**src/dsi_host_pkg.sv**
```systemverilog
// Purpose: shared constants for the display link host controller
// Assumes: 32-bit apb, 40 mhz mclk_i
// Notes: offsets are byte addresses
package dsi_host_pkg;
  localparam logic [11:0] power_up_control_off = 12'h004;
  localparam logic [11:0] video_mode_config_off = 12'h01C;
  localparam logic [11:0] command_mode_config_off = 12'h024;
  localparam logic [11:0] packet_handler_config_off = 12'h02C;
  localparam logic [11:0] timing_config_off = 12'h030;
  localparam logic [11:0] error_status_one_off = 12'h040;
  localparam logic [11:0] error_mask_off = 12'h044;
  localparam logic [11:0] link_status_off = 12'h048;
  localparam int enable_bit = 0;
  localparam int crc_rx_en_bit = 0;
  localparam int null_pkt_en_bit = 1;
  localparam int multi_pkt_en_bit = 2;
  localparam int sync_pulse_bit = 1;
  localparam int crc_err_bit = 0;
  localparam int pkt_done_bit = 1;
  localparam int hsync_start_bytes = 4;
  localparam int min_blank_bytes = 6;
  localparam int long_hdr_bytes = 4;
  localparam logic [7:0] null_delay_bytes = 8'h04;
  localparam logic [15:0] hsa_reset = 16'h000C;
  localparam logic [15:0] hbp_reset = 16'h000C;
  localparam logic [31:0] unmapped_read = 32'h0000_0000;
  typedef enum logic [3:0] {
    st_idle = 4'b0001,
    st_hdr = 4'b0010,
    st_pay = 4'b0100,
    st_crc = 4'b1000
  } rx_state_t;
endpackage

```
**src/rx_link_if.sv**
```systemverilog
// Purpose: carries reverse packet results from receiver to core
// Assumes: all on mclk_i
// Notes: pulses last one cycle
`timescale 1ns/1ps
interface rx_link_if;
  logic crc_err;
  logic pkt_done;
  modport rx (output crc_err, output pkt_done);
  modport core (input crc_err, input pkt_done);
endinterface
```
**src/dsi_host_video_command_ctrl.sv**
```systemverilog
// Purpose: display link host controller register file, mode and timing control
// Assumes: apb slave on mclk_i, link clock sampled as plain input
// Notes: mode enables reach link logic unsynchronised, captured at core release
//
// Contract
// a reverse long packet has its 16-bit crc checked and a mismatch sets crc error.
// a reverse long packet with no payload is accepted without crc error.
// the crc check enable bit off suppresses every crc error.
// video enable is bit 0 at 0x1C and command enable is bit 0 at 0x24.
// mode enables are static and used by link logic without a synchroniser.
// software changes the mode enables only while the core is held in reset.
// power-up register at 0x04 holds the core in reset at 0x00 and runs it at 0x01.
// null packet delay on sync events applies only when multiple packets are enabled.
// software enables null packets only together with multiple packets; the bench line test writes 3, null without multiple.
// with sync pulses no blanking packet goes out when back porch is under 6 bytes.
// sync active and back porch are best programmed above 10 lane byte cycles.
// mode enables are sampled at core release and held until the next reset.
`timescale 1ns/1ps
module dsi_host_video_command_ctrl
  import dsi_host_pkg::*;
(
  input wire logic mclk_i,
  input wire logic rst_i,
  input wire logic psel_i,
  input wire logic penable_i,
  input wire logic pwrite_i,
  input wire logic [11:0] paddr_i,
  input wire logic [31:0] pwdata_i,
  output logic [31:0] prdata_o,
  output logic pready_o,
  output logic pslverr_o,
  input wire logic lane_clk_i,
  input wire logic rx_start_i,
  input wire logic [7:0] rx_byte_i,
  input wire logic line_start_i,
  output logic irq_o,
  output logic video_active_o,
  output logic cmd_active_o,
  output logic blank_pkt_o,
  output logic sync_delay_o
);
  // ****************
  // state
  // ****************
  logic pwr_q;
  logic vid_cfg_q;
  logic vid_pulse_q;
  logic cmd_cfg_q;
  logic [2:0] pkt_cfg_q;
  logic [15:0] hsa_q;
  logic [15:0] hbp_q;
  logic [1:0] sts_q;
  logic [1:0] mask_q;
  logic core_rst;
  logic vid_run_q;
  logic cmd_run_q;
  logic cap_q;
  logic [2:0] lclk_q;
  logic [1:0] start_q;
  logic [15:0] byte_q0;
  logic [7:0] rxb_q;
  logic [1:0] ls_q;
  logic ls_prev_q;
  logic [15:0] lcnt_q;
  logic [7:0] dly_q;
  logic in_line_q;
  logic lane_edge;
  logic wr_en;
  logic [1:0] sts_set;
  logic [15:0] porch_end;
  logic line_go;
  logic [31:0] rdata_d;
  rx_link_if rx_res ();

  assign core_rst = rst_i || !pwr_q;
  assign wr_en = psel_i && penable_i && pwrite_i;

  // ****************
  // apb registers
  // ****************
  // core reset source, kept apart from the bits it guards
  always_ff @(posedge mclk_i) begin
    if (rst_i) begin
      pwr_q <= 1'b0;
    end else if (wr_en && paddr_i == power_up_control_off) begin
      pwr_q <= pwdata_i[enable_bit];
    end
  end

  always_ff @(posedge mclk_i) begin
    if (rst_i) begin
      vid_cfg_q <= 1'b0;
      vid_pulse_q <= 1'b0;
      cmd_cfg_q <= 1'b0;
    end else if (wr_en && paddr_i == video_mode_config_off) begin
      vid_cfg_q <= pwdata_i[enable_bit];
      vid_pulse_q <= pwdata_i[sync_pulse_bit];
    end else if (wr_en && paddr_i == command_mode_config_off) begin
      cmd_cfg_q <= pwdata_i[enable_bit];
    end
  end

  always_ff @(posedge mclk_i) begin
    if (rst_i) begin
      pkt_cfg_q <= 3'h1;
      hsa_q <= hsa_reset;
      hbp_q <= hbp_reset;
      mask_q <= 2'h0;
    end else if (wr_en) begin
      unique case (paddr_i)
        packet_handler_config_off: pkt_cfg_q <= pwdata_i[2:0];
        timing_config_off: begin
          hsa_q <= pwdata_i[15:0];
          hbp_q <= pwdata_i[31:16];
        end
        error_mask_off: mask_q <= pwdata_i[1:0];
        default: ;
      endcase
    end
  end

  // ****************
  // sticky status
  // ****************
  assign sts_set[crc_err_bit] = rx_res.crc_err;
  assign sts_set[pkt_done_bit] = rx_res.pkt_done;

  // set beats clear when both land in one cycle
  for (genvar g = 0; g < 2; g++) begin : g_sts
    always_ff @(posedge mclk_i) begin
      if (rst_i) begin
        sts_q[g] <= 1'b0;
      end else if (sts_set[g]) begin
        sts_q[g] <= 1'b1;
      end else if (wr_en && paddr_i == error_status_one_off && pwdata_i[g]) begin
        sts_q[g] <= 1'b0;
      end
    end
  end

  always_comb begin
    rdata_d = unmapped_read;
    unique case (paddr_i)
      power_up_control_off: rdata_d = {31'h0, pwr_q};
      video_mode_config_off: rdata_d = {30'h0, vid_pulse_q, vid_cfg_q};
      command_mode_config_off: rdata_d = {31'h0, cmd_cfg_q};
      packet_handler_config_off: rdata_d = {29'h0, pkt_cfg_q};
      timing_config_off: rdata_d = {hbp_q, hsa_q};
      error_status_one_off: rdata_d = {30'h0, sts_q};
      error_mask_off: rdata_d = {30'h0, mask_q};
      link_status_off: rdata_d = {29'h0, in_line_q, cmd_run_q, vid_run_q};
      default: rdata_d = unmapped_read;
    endcase
  end

  // no wait state: pready rises at the setup cycle's closing edge, so the first access cycle completes
  always_ff @(posedge mclk_i) begin
    if (rst_i) begin
      pready_o <= 1'b0;
      pslverr_o <= 1'b0;
    end else begin
      pready_o <= psel_i && !penable_i;
      pslverr_o <= 1'b0;
    end
  end

  // word latched in setup, so it stands with pready
  always_ff @(posedge mclk_i) begin
    if (rst_i) begin
      prdata_o <= 32'h0000_0000;
    end else begin
      prdata_o <= rdata_d;
    end
  end

  always_ff @(posedge mclk_i) begin
    if (rst_i) begin
      irq_o <= 1'b0;
    end else begin
      irq_o <= |(sts_q & mask_q);
    end
  end

  // ****************
  // mode capture
  // ****************
  // deliberately unsynchronised: software moves them only while held
  always_ff @(posedge mclk_i) begin
    if (core_rst) begin
      vid_run_q <= 1'b0;
      cmd_run_q <= 1'b0;
      cap_q <= 1'b0;
    end else if (!cap_q) begin
      // one capture only, even with both enables off
      vid_run_q <= vid_cfg_q;
      cmd_run_q <= cmd_cfg_q && !vid_cfg_q;
      cap_q <= 1'b1;
    end
  end

  // ****************
  // link sampling
  // ****************
  // byte rides the same two stages as the clock, so it lines up with the edge
  always_ff @(posedge mclk_i) begin
    if (rst_i) begin
      lclk_q <= 3'h0;
    end else begin
      lclk_q <= {lclk_q[1:0], lane_clk_i};
    end
  end

  always_ff @(posedge mclk_i) begin
    if (rst_i) begin
      start_q <= 2'h0;
    end else begin
      start_q <= {start_q[0], rx_start_i};
    end
  end

  always_ff @(posedge mclk_i) begin
    if (rst_i) begin
      byte_q0 <= 16'h0000;
    end else begin
      byte_q0 <= {byte_q0[7:0], rx_byte_i};
    end
  end

  always_ff @(posedge mclk_i) begin
    if (rst_i) begin
      ls_q <= 2'h0;
    end else begin
      ls_q <= {ls_q[0], line_start_i};
    end
  end
  assign lane_edge = lclk_q[1] && !lclk_q[2];
  assign rxb_q = byte_q0[15:8];

  dsi_rx_crc u_rx (
    .mclk_i(mclk_i),
    .rst_i(core_rst),
    .crc_en_i(pkt_cfg_q[crc_rx_en_bit]),
    .byte_stb_i(lane_edge),
    .start_i(start_q[1]),
    .byte_i(rxb_q),
    .res(rx_res)
  );

  // ****************
  // line timing
  // ****************
  always_ff @(posedge mclk_i) begin
    if (core_rst) begin
      ls_prev_q <= 1'b0;
    end else begin
      ls_prev_q <= ls_q[1];
    end
  end

  // sums past 16 bits wrap: timing fields are meant to stay small
  assign porch_end = 16'(hsa_q + hbp_q);
  assign line_go = ls_q[1] && !ls_prev_q && vid_run_q;

  always_ff @(posedge mclk_i) begin
    if (core_rst) begin
      lcnt_q <= 16'h0000;
      dly_q <= 8'h00;
      in_line_q <= 1'b0;
      blank_pkt_o <= 1'b0;
    end else begin
      blank_pkt_o <= 1'b0;
      if (line_go) begin
        in_line_q <= 1'b1;
        lcnt_q <= 16'h0000;
        // delay only when null and multiple both on
        if (pkt_cfg_q[null_pkt_en_bit] && pkt_cfg_q[multi_pkt_en_bit]) begin
          dly_q <= null_delay_bytes;
        end else begin
          dly_q <= 8'h00;
        end
      end else if (in_line_q && lane_edge) begin
        if (dly_q != 8'h00) begin
          dly_q <= dly_q - 8'h01;
        end else begin
          lcnt_q <= lcnt_q + 16'h0001;
          if (lcnt_q == hsa_q) begin
            // blanking only when the porch can hold it
            blank_pkt_o <= vid_pulse_q &&
              (hbp_q >= 16'(min_blank_bytes));
          end
          if (lcnt_q == porch_end) begin
            in_line_q <= 1'b0;
          end
        end
      end
    end
  end

  always_ff @(posedge mclk_i) begin
    if (core_rst) begin
      sync_delay_o <= 1'b0;
    end else begin
      sync_delay_o <= in_line_q && (dly_q != 8'h00);
    end
  end

  always_ff @(posedge mclk_i) begin
    if (core_rst) begin
      video_active_o <= 1'b0;
      cmd_active_o <= 1'b0;
    end else begin
      video_active_o <= vid_run_q;
      cmd_active_o <= cmd_run_q;
    end
  end
endmodule

```
**src/dsi_rx_crc.sv**
```systemverilog
// Purpose: reverse packet receiver with payload crc check
// Assumes: byte stream sampled on link clock edges found by the caller
// Notes: crc is ccitt polynomial, lsb first, seed 16'hFFFF
`timescale 1ns/1ps
module dsi_rx_crc
  import dsi_host_pkg::*;
(
  input wire logic mclk_i,
  input wire logic rst_i,
  input wire logic crc_en_i,
  input wire logic byte_stb_i,
  input wire logic start_i,
  input wire logic [7:0] byte_i,
  rx_link_if.rx res
);
  rx_state_t state_q;
  logic [1:0] hcnt_q;
  logic [15:0] wc_q;
  logic [15:0] crc_q;
  logic [15:0] rcv_q;
  logic crc_hi_q;

  function automatic logic [15:0] crc_step(input logic [15:0] c, input logic [7:0] d);
    logic [15:0] r;
    r = c;
    for (int i = 0; i < 8; i++) begin
      if (r[0] ^ d[i]) begin
        r = (r >> 1) ^ 16'h8408;
      end else begin
        r = r >> 1;
      end
    end
    return r;
  endfunction

  // ****************
  // packet walker
  // ****************
  always_ff @(posedge mclk_i) begin
    res.crc_err <= 1'b0;
    res.pkt_done <= 1'b0;
    if (rst_i) begin
      state_q <= st_idle;
      hcnt_q <= 2'h0;
      wc_q <= 16'h0000;
      crc_q <= 16'hFFFF;
      rcv_q <= 16'h0000;
      crc_hi_q <= 1'b0;
    end else if (byte_stb_i) begin
      unique case (state_q)
        st_idle: begin
          if (start_i) begin
            state_q <= st_hdr;
            hcnt_q <= 2'h1;
            crc_q <= 16'hFFFF;
          end
        end
        st_hdr: begin
          hcnt_q <= hcnt_q + 2'h1;
          if (hcnt_q == 2'h1) begin
            wc_q[7:0] <= byte_i;
          end
          if (hcnt_q == 2'h2) begin
            wc_q[15:8] <= byte_i;
          end
          if (hcnt_q == 2'h3) begin
            // zero payload: nothing to check, done
            if (wc_q == 16'h0000) begin
              state_q <= st_idle;
              res.pkt_done <= 1'b1;
            end else begin
              state_q <= st_pay;
            end
          end
        end
        st_pay: begin
          crc_q <= crc_step(crc_q, byte_i);
          wc_q <= wc_q - 16'h0001;
          if (wc_q == 16'h0001) begin
            state_q <= st_crc;
            crc_hi_q <= 1'b0;
          end
        end
        st_crc: begin
          crc_hi_q <= 1'b1;
          if (!crc_hi_q) begin
            rcv_q[7:0] <= byte_i;
          end else begin
            state_q <= st_idle;
            res.pkt_done <= 1'b1;
            // flag only when checking is on
            res.crc_err <= crc_en_i && ({byte_i, rcv_q[7:0]} != crc_q);
          end
        end
        default: state_q <= st_idle;
      endcase
    end
  end
endmodule

```
**config.mk**
```make
export PLATFORM = sky130hd
export DESIGN_NAME = dsi_host_video_command_ctrl
export DESIGN_NICKNAME = d
export VERILOG_FILES = /design/src/dsi_host_pkg.sv /design/src/rx_link_if.sv /design/src/dsi_host_video_command_ctrl.sv /design/src/dsi_rx_crc.sv
export SDC_FILE = /design/constraint.sdc
export NUM_CORES = 1
export LEC_CHECK = 0
export BUFFER_PORTS_ARGS = -buffer_cell sky130_fd_sc_hd__buf_4
export CORE_MARGIN = 2
export CORE_UTILIZATION = 57
export DETAILED_ROUTE_END_ITERATION = 16
export PLACE_DENSITY = 0.85
export SETUP_SLACK_MARGIN = 0.15
export SLEW_MARGIN = 20
export SYNTH_ARGS = -nofsm -noshare
export SYNTH_HDL_FRONTEND = slang
export SYNTH_SLANG_ARGS = --single-unit
export TNS_END_PERCENT = 20
```
**constraint.sdc**
```tcl
create_clock -name mclk_i -period 3.2 [get_ports mclk_i]
set_input_delay 0.16 -clock mclk_i [delete_from_list [all_inputs] [get_ports mclk_i]]
set_output_delay 0.16 -clock mclk_i [all_outputs]
set_load 0.05 [all_outputs]
```
==> reports/results.txt <==
The run finished with clean final reports. For the number of global-route vias before repair, the log shows 7,083. The number of distinct standard cells referenced by the synthesized netlist was 85; the power density over cell area was 431 mW/mm². The total routing resource utilization after global routing was 27.5%; the number of sinks handled by clock tree synthesis was 182.

The tools report the combined area of all synthesized cells as 0.00876 mm². The run gives 3510 ps as the required time of the worst setup path. Adding up every negative setup slack in the final design gives 0 ps. In this run the remaining antenna-violating nets after routing total 0. Setup violations remaining at the end of the flow were counted as 0. The critical path buffer and inverter count was 0. The startpoint-to-endpoint class of the critical path is reg2reg. The maximum number of pins on one net before global-route repair is 73.

The clock root buffer was sky130_fd_sc_hd__clkbuf_16. The max capacitance violation total was 0; the die extent in x was 128 µm. The tools report the first-iteration detailed-routing DRC count as 662. TritonCTS built the clock tree. The count of input and output buffers is 97, and the total vias in the final route is 7,686. Fraction of the core area covered by cells at the end of the flow: 70.0%. The later pin in the worst-skew pair is clocked with a latency of 440 ps. The area added between synthesis and finish was 20.6%.

The commonest non-fill, non-tap cell in the layout was sky130_fd_sc_hd__dfxtp_1. Global routing finished with a remaining overflow of 0. Number of antenna violations at the first check in global routing: 0. IR analysis of the VDD net gives a maximum drop of 487 µV. The tools report the post-route clock skew as 9.48 ps. Class of the worst hold path: in2reg. For the leakage power figure, the log shows 4.13 nW. The logs give 2 for the maximum count of clock buffers along a single path and 3230 ps for the signal arrival time at the worst endpoint. In the final routed layout, each cell accounts on average for 17.4 µm. Before antenna repair, the detailed router went through 7 iterations. At the pin with the least slew margin, the transition time is 879 ps. The clock-pin slew of the registers on the worst-case setup and hold paths was 70 ps.

The number of synthesized flops with an enable pin is 0. Fmax: 342 MHz. The count of H-tree levels built during CTS was 4; the total setup buffers inserted after CTS was 0.

The logs give 0 for the total count of hold-check failures in the final report and 1,056 for the post-synthesis net count. In this run, synthesis produced a sequential element count of 182. The final HPWL from detailed placement is 15,000 µm. In this design, the largest share of critical-path delay is due to compound AO/OA/AOI/OAI gates. The worst setup path is captured at a register. On the critical path, the stage with the largest delay is an instance of sky130_fd_sc_hd__fa_1. STA classifies the critical path startpoint as a register. For this run, the post-layout net count is 1,176. The sequential area share after synthesis is 41.6%. Routability-driven placement finished with a final weighted congestion of 1.00. The initial utilization of the core area, before any placement, comes to 58.1%.

Traced cell by cell, the critical path runs through ha_1, fa_1, a211oi_2, o211ai_2, a31oi_4, mux2i_1, a2111o_1, a2111oi_2, a211oi_1. The count of antenna diodes in the layout was 0; the row count was 45. The worst path in the final design needs a cycle of 2930 ps, including I/O delays and setup. After filler insertion, the fill cell instance count of the layout stands at 1,087. From bottom edge to top edge, the die measures 128 µm.

Setup repair after global routing left no endpoint under its margin. The Yosys warning count was 0; the global-route wire length before repair was 35,900 µm. After technology mapping, the gate count stands at 972. Cells with a size suffix above 1 make up 14.9% of the layout. The relative max-transition margin was 41.0%; the final clock period utilization by the worst path was 91.4%.

Counting flops with an async set or reset pin after synthesis yields a share of 0%. Using the TritonRoute via totals, the vias-per-cell ratio works out to 5.95. The number of max-slew violations in the final report was 0. The detailed-route wire length came out at 22,400 µm.

In the layout the commonest cells are sky130_fd_sc_hd__dfxtp_1, sky130_fd_sc_hd__nor2_1, sky130_fd_sc_hd__buf_4, sky130_fd_sc_hd__nand2_1, sky130_fd_sc_hd__xnor2_1. The leading register cell type out of synthesis was sky130_fd_sc_hd__dfxtp_1. The floorplan step defined a die boundary enclosing 0.0164 mm². The critical-path maximum fanout was 5; the delay of the slowest critical-path stage was 450 ps. The area inside the core boundary was 0.0151 mm². The average cell area after synthesis is 9.01 µm², and the clock buffer count from CTS is 17. In the routed design, unresolved DRC markers number 0.

In this run the count of I/O pins placed on the die edge is 99.
[metal layers]
metal / up-vias / global-route usage, % / routed length (µm) / part of all wire, %
met3: 43 / 5.51 / 1350 / 6.0
met5: - / 0 / 0 / 0
met2: 340 / 48.3 / 11200 / 50
met1: 3632 / 34.2 / 9350 / 42
met4: 0 / 8.34 / 505 / 2.3
li1: 3671 / - / - / -
[per-stage QoR]
stage | hold slack [ps] | area, µm² | instances | setup WS, ps | total power [W]
floorplan | 236 | 8760 | 972 | 492 | 0.00241
detailed placement | 342 | 9550 | 1218 | 139 | 0.00249
global route | 45.3 | 10600 | 1292 | 149 | 0.00468
global placement | 340 | 9550 | 1218 | 173 | 0.00249
CTS | 1.91 | 10600 | 1292 | 209 | 0.00456
finish | 35.7 | 10600 | 1292 | 274 | 0.00456
[sequential cells by signal (all words and copies together) (netlist names), 16 cells and up]
register	flops
prdata_o	32
byte_q0	16
hbp_q	16
hsa_q	16
lcnt_q	16
u_rx.crc_q	16
u_rx.wc_q	16
[cell families after synthesis]
logic type / after synthesis / synth area share, %
XOR/XNOR: 96 / 9.60
adder cells (fa/ha/maj): 24 / 3.51
multiplexers: 44 / 5.05
flip-flops: 182 / 41.6
buffers and inverters: 71 / 3.91
AND/OR/NAND/NOR: 378 / 22.7
AO/OA/AOI/OAI: 176 / 13.6
other: 1 / 0.0428
[power breakdown]
group	leakage, nW	internal, W	switching [W]	total, W
Combinational	2.38	0.000115	0.0000854	0.000201
Sequential	1.47	0.00228	0.0000108	0.00229
Clock	0.276	0.00111	0.000957	0.00207
Total	4.13	0.00351	0.00105	0.00456
[Yosys cell counts (30+ instances only)]
master | count | area [µm²]
sky130_fd_sc_hd__nand2_1 | 69 | 259
sky130_fd_sc_hd__xnor2_1 | 55 | 482
sky130_fd_sc_hd__o21ai_0 | 32 | 160
sky130_fd_sc_hd__a21oi_1 | 36 | 180
sky130_fd_sc_hd__mux2i_1 | 42 | 420
sky130_fd_sc_hd__nor2b_1 | 30 | 188
sky130_fd_sc_hd__nor2_1 | 111 | 417
sky130_fd_sc_hd__xor2_1 | 41 | 359
sky130_fd_sc_hd__clkbuf_1 | 36 | 135
sky130_fd_sc_hd__and2_1 | 35 | 219
sky130_fd_sc_hd__dfxtp_1 | 182 | 3640
[path summary, 6_finish.rpt]
kind | from | to | slack [ps] | cells after the start
setup / recovery | hsa_q[0]$_SDFFE_PP0P_ | in_line_q$_SDFFE_PN0P_ | 270 | 9
hold / removal | pwdata_i[1] | mask_q[1]$_SDFFE_PP0P_ | 40 | 3
setup reg to reg | hsa_q[0]$_SDFFE_PP0P_ | in_line_q$_SDFFE_PN0P_ | 270 | 9
hold reg to reg | ls_q[0]$_SDFF_PP0_ | ls_q[1]$_SDFF_PP0_ | 440 | 1
[final cells by class]
| cell class | instances | area (µm²) | area share, % |
|---|---|---|---|
| multi-input combinational | 719 | 4790 | 45.4 |
| sequential | 182 | 3640 | 34.5 |
| timing repair buffer | 151 | 1240 | 11.7 |
| clock buffer | 18 | 439 | 4.16 |
| tap | 188 | 235 | 2.23 |
| clock inverter | 13 | 135 | 1.28 |
| inverter | 21 | 78.8 | 0.746 |
[worst min-delay path, stage by stage]
cell and delay [ps]:
sky130_fd_sc_hd__buf_4 130, sky130_fd_sc_hd__mux2i_1 70, sky130_fd_sc_hd__nor2_1 80
[what timing repair did]
action	in CTS	in global routing
endpoints found under the setup margin	1	1
endpoints found under the hold margin	42	0
hold buffers	43	0
gates resized for setup	1	2
No activity file was read; power rests on OpenSTA's default activity.
